## src/rcd_pkg.sv

```systemverilog
// Constants and types shared by the router command decoder
// How it works
// - Operation command: framing E0/E2, address, 0x5A, then exactly two data bytes.
// - Operation data decode into a channel change or a router sleep.
// - Change: data1[7:5] router, [4:2] feed, data1[1:0]:data2 tuning word.
// - data1[1:0] zero and data2 zero put the named router to sleep.
// - Feed bit 0 high band, bit 1 horizontal, bit 2 satellite B.
// - Legacy matrix application serves satellite A only; satellite B feeds dropped.
// - Installation command: framing E0/E2, address, 0x5B, two data bytes, three operations.
// - Application probe: tone at passband centre on id match, else 20 MHz higher.
// - Oscillator probe: tone at passband centre on set match, else 20 MHz higher.
// - Signal-on: every router emits a tone at its own passband centre.
// - Application id is a stored byte, default 0x04, compared with data2.
// - Passband parameter is half the centre frequency in MHz; sets tone.
// - Commands to the configured address (default 0x11) or to 0x00 accepted.
package rcd_pkg;

  localparam int ROUTERS = 8;
  localparam int TONE_W  = 18;

  localparam logic [7:0] FRAMING_NO_REPLY   = 8'hE0;
  localparam logic [7:0] FRAMING_REPLY      = 8'hE2;
  localparam logic [7:0] CMD_OPERATION      = 8'h5A;
  localparam logic [7:0] CMD_INSTALLATION   = 8'h5B;
  localparam logic [7:0] BROADCAST_ADDR     = 8'h00;
  localparam logic [7:0] SLAVE_ADDR_RESET   = 8'h11;
  localparam logic [7:0] APPLICATION_ID_RST = 8'h04;
  localparam logic [7:0] DATA_ZERO          = 8'h00;
  localparam logic [2:0] FRAME_BYTES        = 3'h5;
  localparam logic [2:0] FEED_ZERO          = 3'h0;
  localparam logic [1:0] SUB_ZERO           = 2'h0;
  localparam logic [1:0] SUB_APP            = 2'h1;
  localparam logic [1:0] SUB_OSC            = 2'h2;
  localparam logic [TONE_W-1:0] TONE_MISS_OFFSET_MHZ = 18'h0_0014;

  // Field positions inside data1
  localparam int ROUTER_MSB = 7;
  localparam int ROUTER_LSB = 5;
  localparam int FEED_MSB   = 4;
  localparam int FEED_LSB   = 2;
  localparam int SUB_MSB    = 1;
  localparam int SUB_LSB    = 0;

  typedef struct packed {
    logic [7:0] framing;
    logic [7:0] addr;
    logic [7:0] command;
    logic [7:0] data1;
    logic [7:0] data2;
  } rcd_cmd_t;

  // Feed code as seen by the RF input selector
  typedef struct packed {
    logic sat_b;
    logic pol_horizontal;
    logic band_high;
  } rcd_feed_t;

endpackage

```

## src/rcd_frame_parser.sv

```systemverilog
// Frame collector turning the received byte stream into one command word
`timescale 1ns/1ps
module rcd_frame_parser
(
  input  wire logic            core_clk,
  input  wire logic            rst,
  input  wire logic [7:0]      rx_byte,
  input  wire logic            rx_valid,
  input  wire logic            rx_end,
  output rcd_pkg::rcd_cmd_t    cmd_o,
  output logic                 cmd_valid_o
);
  import rcd_pkg::*;

  logic [2:0]  count_reg;
  logic [39:0] shift_reg;
  wire  [2:0]  count_next = (count_reg == 3'h7) ? count_reg : count_reg + 3'h1;

  // The counter saturates so a long frame never aliases to a legal length
  always_ff @(posedge core_clk)
  begin
    if (rst)
    begin
      count_reg   <= 3'h0;
      shift_reg   <= 40'h00_0000_0000;
      cmd_valid_o <= 1'b0;
      cmd_o       <= '0;
    end
    else
    begin
      cmd_valid_o <= 1'b0;
      if (rx_end)
      begin
        count_reg   <= 3'h0;
        cmd_valid_o <= (count_reg == FRAME_BYTES);
        cmd_o       <= shift_reg;
      end
      else if (rx_valid)
      begin
        count_reg <= count_next;
        shift_reg <= {shift_reg[31:0], rx_byte};
      end
    end
  end

endmodule

```

## src/rcd_decoder.sv

```systemverilog
// Router command decoder: operation and installation commands to router settings
`timescale 1ns/1ps
module rcd_decoder
(
  input  wire logic                                     core_clk,
  input  wire logic                                     rst,
  input  wire logic [7:0]                               rx_byte,
  input  wire logic                                     rx_valid,
  input  wire logic                                     rx_end,
  input  wire logic [7:0]                               slave_address,
  input  wire logic [7:0]                               application_id,
  input  wire logic [7:0]                               oscillator_set_id,
  input  wire logic                                     legacy_matrix_en,
  input  wire logic [rcd_pkg::ROUTERS-1:0][15:0]        passband_centre,
  output rcd_pkg::rcd_feed_t [rcd_pkg::ROUTERS-1:0]     router_feed,
  output logic [rcd_pkg::ROUTERS-1:0][9:0]              router_tune,
  output logic [rcd_pkg::ROUTERS-1:0]                   router_sleep,
  output logic [rcd_pkg::ROUTERS-1:0]                   router_tone_en,
  output logic [rcd_pkg::ROUTERS-1:0][rcd_pkg::TONE_W-1:0] router_tone_mhz,
  output logic                                          cmd_done,
  output logic                                          cmd_ignored
);
  import rcd_pkg::*;

  // ==========================================================
  // Frame capture
  rcd_cmd_t cmd;
  logic     cmd_valid;

  rcd_frame_parser u_parser
  (
    .core_clk    (core_clk),
    .rst         (rst),
    .rx_byte     (rx_byte),
    .rx_valid    (rx_valid),
    .rx_end      (rx_end),
    .cmd_o       (cmd),
    .cmd_valid_o (cmd_valid)
  );

  // ==========================================================
  // Command decode
  wire       framing_ok = (cmd.framing == FRAMING_NO_REPLY)
                        || (cmd.framing == FRAMING_REPLY);
  wire       addr_ok    = (cmd.addr == slave_address)
                        || (cmd.addr == BROADCAST_ADDR);
  wire       accept     = cmd_valid && framing_ok && addr_ok;
  wire [2:0] sel        = cmd.data1[ROUTER_MSB:ROUTER_LSB];
  wire [2:0] feed_code  = cmd.data1[FEED_MSB:FEED_LSB];
  wire [1:0] sub_code   = cmd.data1[SUB_MSB:SUB_LSB];
  wire [9:0] tune_word  = {sub_code, cmd.data2};
  wire       is_op      = accept && (cmd.command == CMD_OPERATION);
  wire       is_inst    = accept && (cmd.command == CMD_INSTALLATION);
  rcd_feed_t feed_fields;
  assign feed_fields = feed_code;

  wire sleep_code        = (sub_code == SUB_ZERO) && (cmd.data2 == DATA_ZERO);
  wire channel_change_op = is_op && !sleep_code
                         && !(legacy_matrix_en && feed_fields.sat_b);
  wire router_sleep_op   = is_op && sleep_code;
  wire inst_ok           = is_inst && (feed_code == FEED_ZERO);
  wire application_probe_op = inst_ok && (sub_code == SUB_APP);
  wire oscillator_probe_op  = inst_ok && (sub_code == SUB_OSC);
  wire all_routers_tone_op  = inst_ok && (sub_code == SUB_ZERO);
  wire probe_op    = application_probe_op || oscillator_probe_op;
  wire probe_match = application_probe_op ? (cmd.data2 == application_id)
                                          : (cmd.data2 == oscillator_set_id);
  wire any_action  = channel_change_op || router_sleep_op || probe_op
                   || all_routers_tone_op;

  // ==========================================================
  // Per-router settings
  genvar k;
  generate
    for (k = 0; k < ROUTERS; k = k + 1)
    begin : g_router
      wire                hit         = (sel == 3'(k));
      // Passband is held as half the centre frequency, so double it
      wire [TONE_W-1:0]   centre_mhz  = {1'b0, passband_centre[k], 1'b0};
      wire [TONE_W-1:0]   probe_mhz   = probe_match ? centre_mhz
                                        : centre_mhz + TONE_MISS_OFFSET_MHZ;
      wire                tone_set    = (probe_op && hit) || all_routers_tone_op;
      wire [TONE_W-1:0]   tone_next   = all_routers_tone_op ? centre_mhz : probe_mhz;

      always_ff @(posedge core_clk)
      begin
        if (rst)
        begin
          router_feed[k]     <= '0;
          router_tune[k]     <= 10'h000;
          router_sleep[k]    <= 1'b0;
          router_tone_en[k]  <= 1'b0;
          router_tone_mhz[k] <= '0;
        end
        else if (channel_change_op && hit)
        begin
          router_feed[k]    <= feed_fields;
          router_tune[k]    <= tune_word;
          router_sleep[k]   <= 1'b0;
          router_tone_en[k] <= 1'b0;
        end
        else if (router_sleep_op && hit)
        begin
          router_sleep[k]   <= 1'b1;
          router_tone_en[k] <= 1'b0;
        end
        else if (tone_set)
        begin
          router_sleep[k]    <= 1'b0;
          router_tone_en[k]  <= 1'b1;
          router_tone_mhz[k] <= tone_next;
        end
      end
    end
  endgenerate

  // ==========================================================
  // Completion strobes
  always_ff @(posedge core_clk)
  begin
    if (rst)
    begin
      cmd_done    <= 1'b0;
      cmd_ignored <= 1'b0;
    end
    else
    begin
      cmd_done    <= any_action;
      cmd_ignored <= cmd_valid && !any_action;
    end
  end
endmodule

```

## config.mk

```make
export PLATFORM = sky130hd
export DESIGN_NAME = rcd_decoder
export DESIGN_NICKNAME = d
export VERILOG_FILES = /design/src/rcd_pkg.sv /design/src/rcd_frame_parser.sv /design/src/rcd_decoder.sv
export SDC_FILE = /design/constraint.sdc
export NUM_CORES = 1
export LEC_CHECK = 0
export ABC_AREA = 0
export BUFFER_PORTS_ARGS = -buffer_cell sky130_fd_sc_hd__buf_2
export CAP_MARGIN = 5
export CORE_AREA = 2 2 227 229
export CTS_CLUSTER_SIZE = 8
export DETAILED_ROUTE_END_ITERATION = 7
export DIE_AREA = 0 0 229 231
export SLEW_MARGIN = 15
export SYNTH_ARGS = -nofsm -noshare
export SYNTH_HDL_FRONTEND = slang
export SYNTH_SLANG_ARGS = --single-unit
```

## constraint.sdc

```tcl
create_clock -name core_clk -period 4.15 [get_ports core_clk]
set_input_delay 0.2075 -clock core_clk [delete_from_list [all_inputs] [get_ports core_clk]]
set_output_delay 0.2075 -clock core_clk [all_outputs]
set_load 0.03 [all_outputs]
```

==> summary.txt <==
Route
  • 1st-iter DRT viols: 1,029
  • Drt total wl: 55,900 um
  • Drc violations: 0
  • Initial DRT Pass Iterations: 5
  • Via density: 4.94
  • Via Count: 14,500
  • Antenna violation net count after detailed routing: 0
  • WL/cell: 19.1 um

Critical path
  • WS Path Type: flop to flop
  • Worst reg2reg endpoint: router_tone_mhz[143]
  • Critical Path Sink: router_tone_mhz[143]
  • R2r setup slk: 0.50 ns
  • Arr. time, crit path: 4.15 ns
  • CP Capture Type: flop
  • Max FO, Critical Path: 52
  • R2R depth: 9
  • Critical Path Start Type: flop
  • Critical Path Source: u_parser.cmd_o[12]
  • FF-to-FF Start: u_parser.cmd_o[12]
  • CP required: 4.65 ns

STA
  • Worst relative slew slack: 26.4%
  • Final setup violation count: 0
  • Least-Margin Pin Slew: 1.10 ns
  • Setup_tns: 0 ns
  • Fin crit share: 87.9%
  • Unrepaired setup endpoints after global routing: false
  • Final Hold Violating Endpoints: 0
  • Clk_skew: 0.0109 ns
  • Setup ws final: 0.502 ns
  • Fin crit period: 3.65 ns
  • F_max: 0.274 GHz
  • Final max-slew violation count: 0

Worst hold path
  • HP Start: passband_centre[1]
  • Hold Path Class: input pin to flop

Placement
  • Post-Place Setup Slack: 0.780 ns
  • DPL Wire Length: 38,900 um
  • GP Congestion: 0.959
  • Port Buffers: 422

Clock tree
  • Clock tree sinks: 340
  • CTS H-tree depth: 2
  • CTS Buffer Depth: 3
  • Clock root buffer: clkbuf_16
  • Postcts setup bufs: 0
  • CTS Buf Count: 49
  • CTS tree: yes
  • Reg clk slew, reported paths: 0.05 ns
  • Worst-Skew Late Latency: 0.57 ns

Synth
  • Top cells by area, synth: dfxtp_1 (45%), a21oi_1 (7.5%), mux2i_1 (6.7%)
  • Syn Std Cell Area: 15,000 sq um
  • Yosys top cell area share: 45.3%
  • Most frequent cells after synthesis: dfxtp_1 (340), a21oi_1 (225), nand2_1 (216)
  • Area leader, netlist: dfxtp_1
  • Gate Count Post-Synth: 1,725
  • Synth cell types: 53
  • Number of enable flip-flop cells after synthesis: 0
  • Top FF cell, synth: dfxtp_1
  • Synth warn: 0
  • Most numerous cell in the Yosys netlist: dfxtp_1
  • Seq cells post-synth: 340
  • Avg Cell Area, Syn: 8.72 sq um
  • Register area share after synthesis: 45.3%
  • Asr flop ratio synth: 0%

Floorplanning
  • Die area: 52,900 sq um
  • Die W: 229 um
  • Row count: 83
  • Chip Height: 231 um
  • Starting density of the core: 29.7%
  • I/O pins: 431
  • Core ar.: 50,700 sq um

Final layout
  • Biggest regs: router_tone_mhz: 136 flops, router_tune: 80 flops
  • Largest register FFs: 136
  • Layout cell share with drive strength beyond 1: 26.9%
  • Share of the core filled with cells: 40.4%
  • Reg with most FFs: router_tone_mhz
  • Area grow syn2layout: 36.0%
  • Final #Nets: 2,418

Global routing
  • Largest net degree at the start of global routing: 106
  • Initial antenna violation count: 2
  • Overflow after GRT: 0
  • First-pass GRT wire length: 83,300 um
  • Gr usage total: 20.2%
  • Number of global-route vias before repair: 14,000

Power and ir drop
  • Worst ir drop on vdd: 238 uV
  • Power Density: 365 nW/um^2
  • LEAKAGE: 8.32 nW
  • Tot Pwr: 7.47 mW

Run status
  • Status: finished clean

Job
  • Max-cap violations: 0
==> cells by family (layout without fill, tap and decap cells) <==
| group | Yosys count | in the layout | share of synthesized area, % |
|---|---|---|---|
| other | 1 | 12 | 0.0249 |
| buffers and inverters | 143 | 660 | 4.53 |
| AO/OA/AOI/OAI | 390 | 390 | 14.0 |
| AND/OR/NAND/NOR | 605 | 605 | 20.8 |
| XOR/XNOR | 133 | 133 | 7.75 |
| flip-flops | 340 | 340 | 45.3 |
| multiplexers | 101 | 101 | 6.72 |
| adder cells (fa/ha/maj) | 12 | 12 | 0.982 |
==> stage by stage <==
step | hold slack (ns) | instance area (sq um) | cells
3_5_place_dp | 0.443 | 17800 | 2736
2_1_floorplan | 0.343 | 15100 | 1732
6_report | 0.0500 | 20500 | 2933
3_3_place_gp | 0.438 | 17800 | 2736
5_1_grt | 0.0522 | 20400 | 2931
4_1_cts | 0.0103 | 20400 | 2929
==> worst min path at each step <==
stage                       endpoint  slack, ns  cells after the start
6_report          router_tone_mhz[2]       0.05                      4
5_1_grt           router_tone_mhz[2]       0.05                      4
4_1_cts           router_tone_mhz[8]       0.01                      3
3_5_place_dp     router_tone_mhz[71]       0.44                      2
3_3_place_gp     router_tone_mhz[38]       0.44                      2
2_1_floorplan  u_parser.shift_reg[0]       0.34                      2
==> final cells by class <==
| class | count | area [sq um] |
|---|---|---|
| Fill cell | 5091 | 30200 |
| Multi-Input combinational cell | 1249 | 7630 |
| Sequential cell | 340 | 6810 |
| Timing Repair Buffer | 593 | 3790 |
| Clock buffer | 53 | 1250 |
| Tap cell | 680 | 851 |
| Clock inverter | 5 | 76.3 |
| Inverter | 9 | 35.0 |
| Antenna cell | 4 | 10.0 |
==> what timing repair did <==
| item | in CTS | in global routing |
|---|---|---|
| resized for setup | 0 | 0 |
| hold buffers | 135 | 0 |
| endpoints found under the hold margin | 142 | 0 |
==> routing by layer <==
metal  part of all wire, %  global-route usage (%)  wire length (um)
met1                    43                    24.6             23800
met2                    48                    34.9             26800
met3                   6.5                    5.24              3660
met4                   2.9                    6.49              1620
met5                     0                       0                 0
==> where the power goes <==
group / internal (mW) / switching, mW / leakage (nW)
combinational: 0.254 / 0.303 / 4.93
clock: 2.17 / 1.46 / 0.651
sequential: 3.28 / 0.00938 / 2.74
total: 5.70 / 1.77 / 8.32
==> worst max-delay path, cell delays in order, from the launching register on <==
cell	delay, ns
dfxtp_1	0.82
or4b_1	0.45
nor2_4	0.05
a31oi_1	0.61
nor2_4	0.20
buf_12	0.25
nor2_1	0.31
nand4_1	0.13
dlygate4sd3_1	0.58
a21oi_1	0.14
==> cell usage in the layout (no fill, tap or decap), types with 4 or more instances in the layout <==
cell | netlist | final
nor2_1 | 146 | 146
nor3_2 | 34 | 38
xnor2_1 | 115 | 115
o221a_2 | 6 | 6
dfxtp_1 | 340 | 340
nand3_1 | 77 | 77
buf_12 | 0 | 4
ha_1 | 11 | 11
nor4_1 | 15 | 15
and3_1 | 11 | 11
nor4_2 | 10 | 10
nand2_1 | 216 | 216
conb_1 | 1 | 8
or3_1 | 14 | 14
a22oi_1 | 4 | 4
inv_1 | 9 | 8
nor3b_2 | 17 | 19
nor2_4 | 6 | 6
a211oi_1 | 6 | 6
nor3_1 | 22 | 18
o21ai_0 | 128 | 128
a21oi_1 | 225 | 225
mux2i_1 | 101 | 101
a31oi_1 | 5 | 5
nand4_1 | 16 | 16
a22o_1 | 4 | 4
xor2_1 | 18 | 18
dlygate4sd3_1 | 0 | 135
diode_2 | 0 | 4
buf_2 | 13 | 421
clkbuf_16 | 0 | 49
buf_4 | 14 | 32
Power figures use the tool's default switching activity.
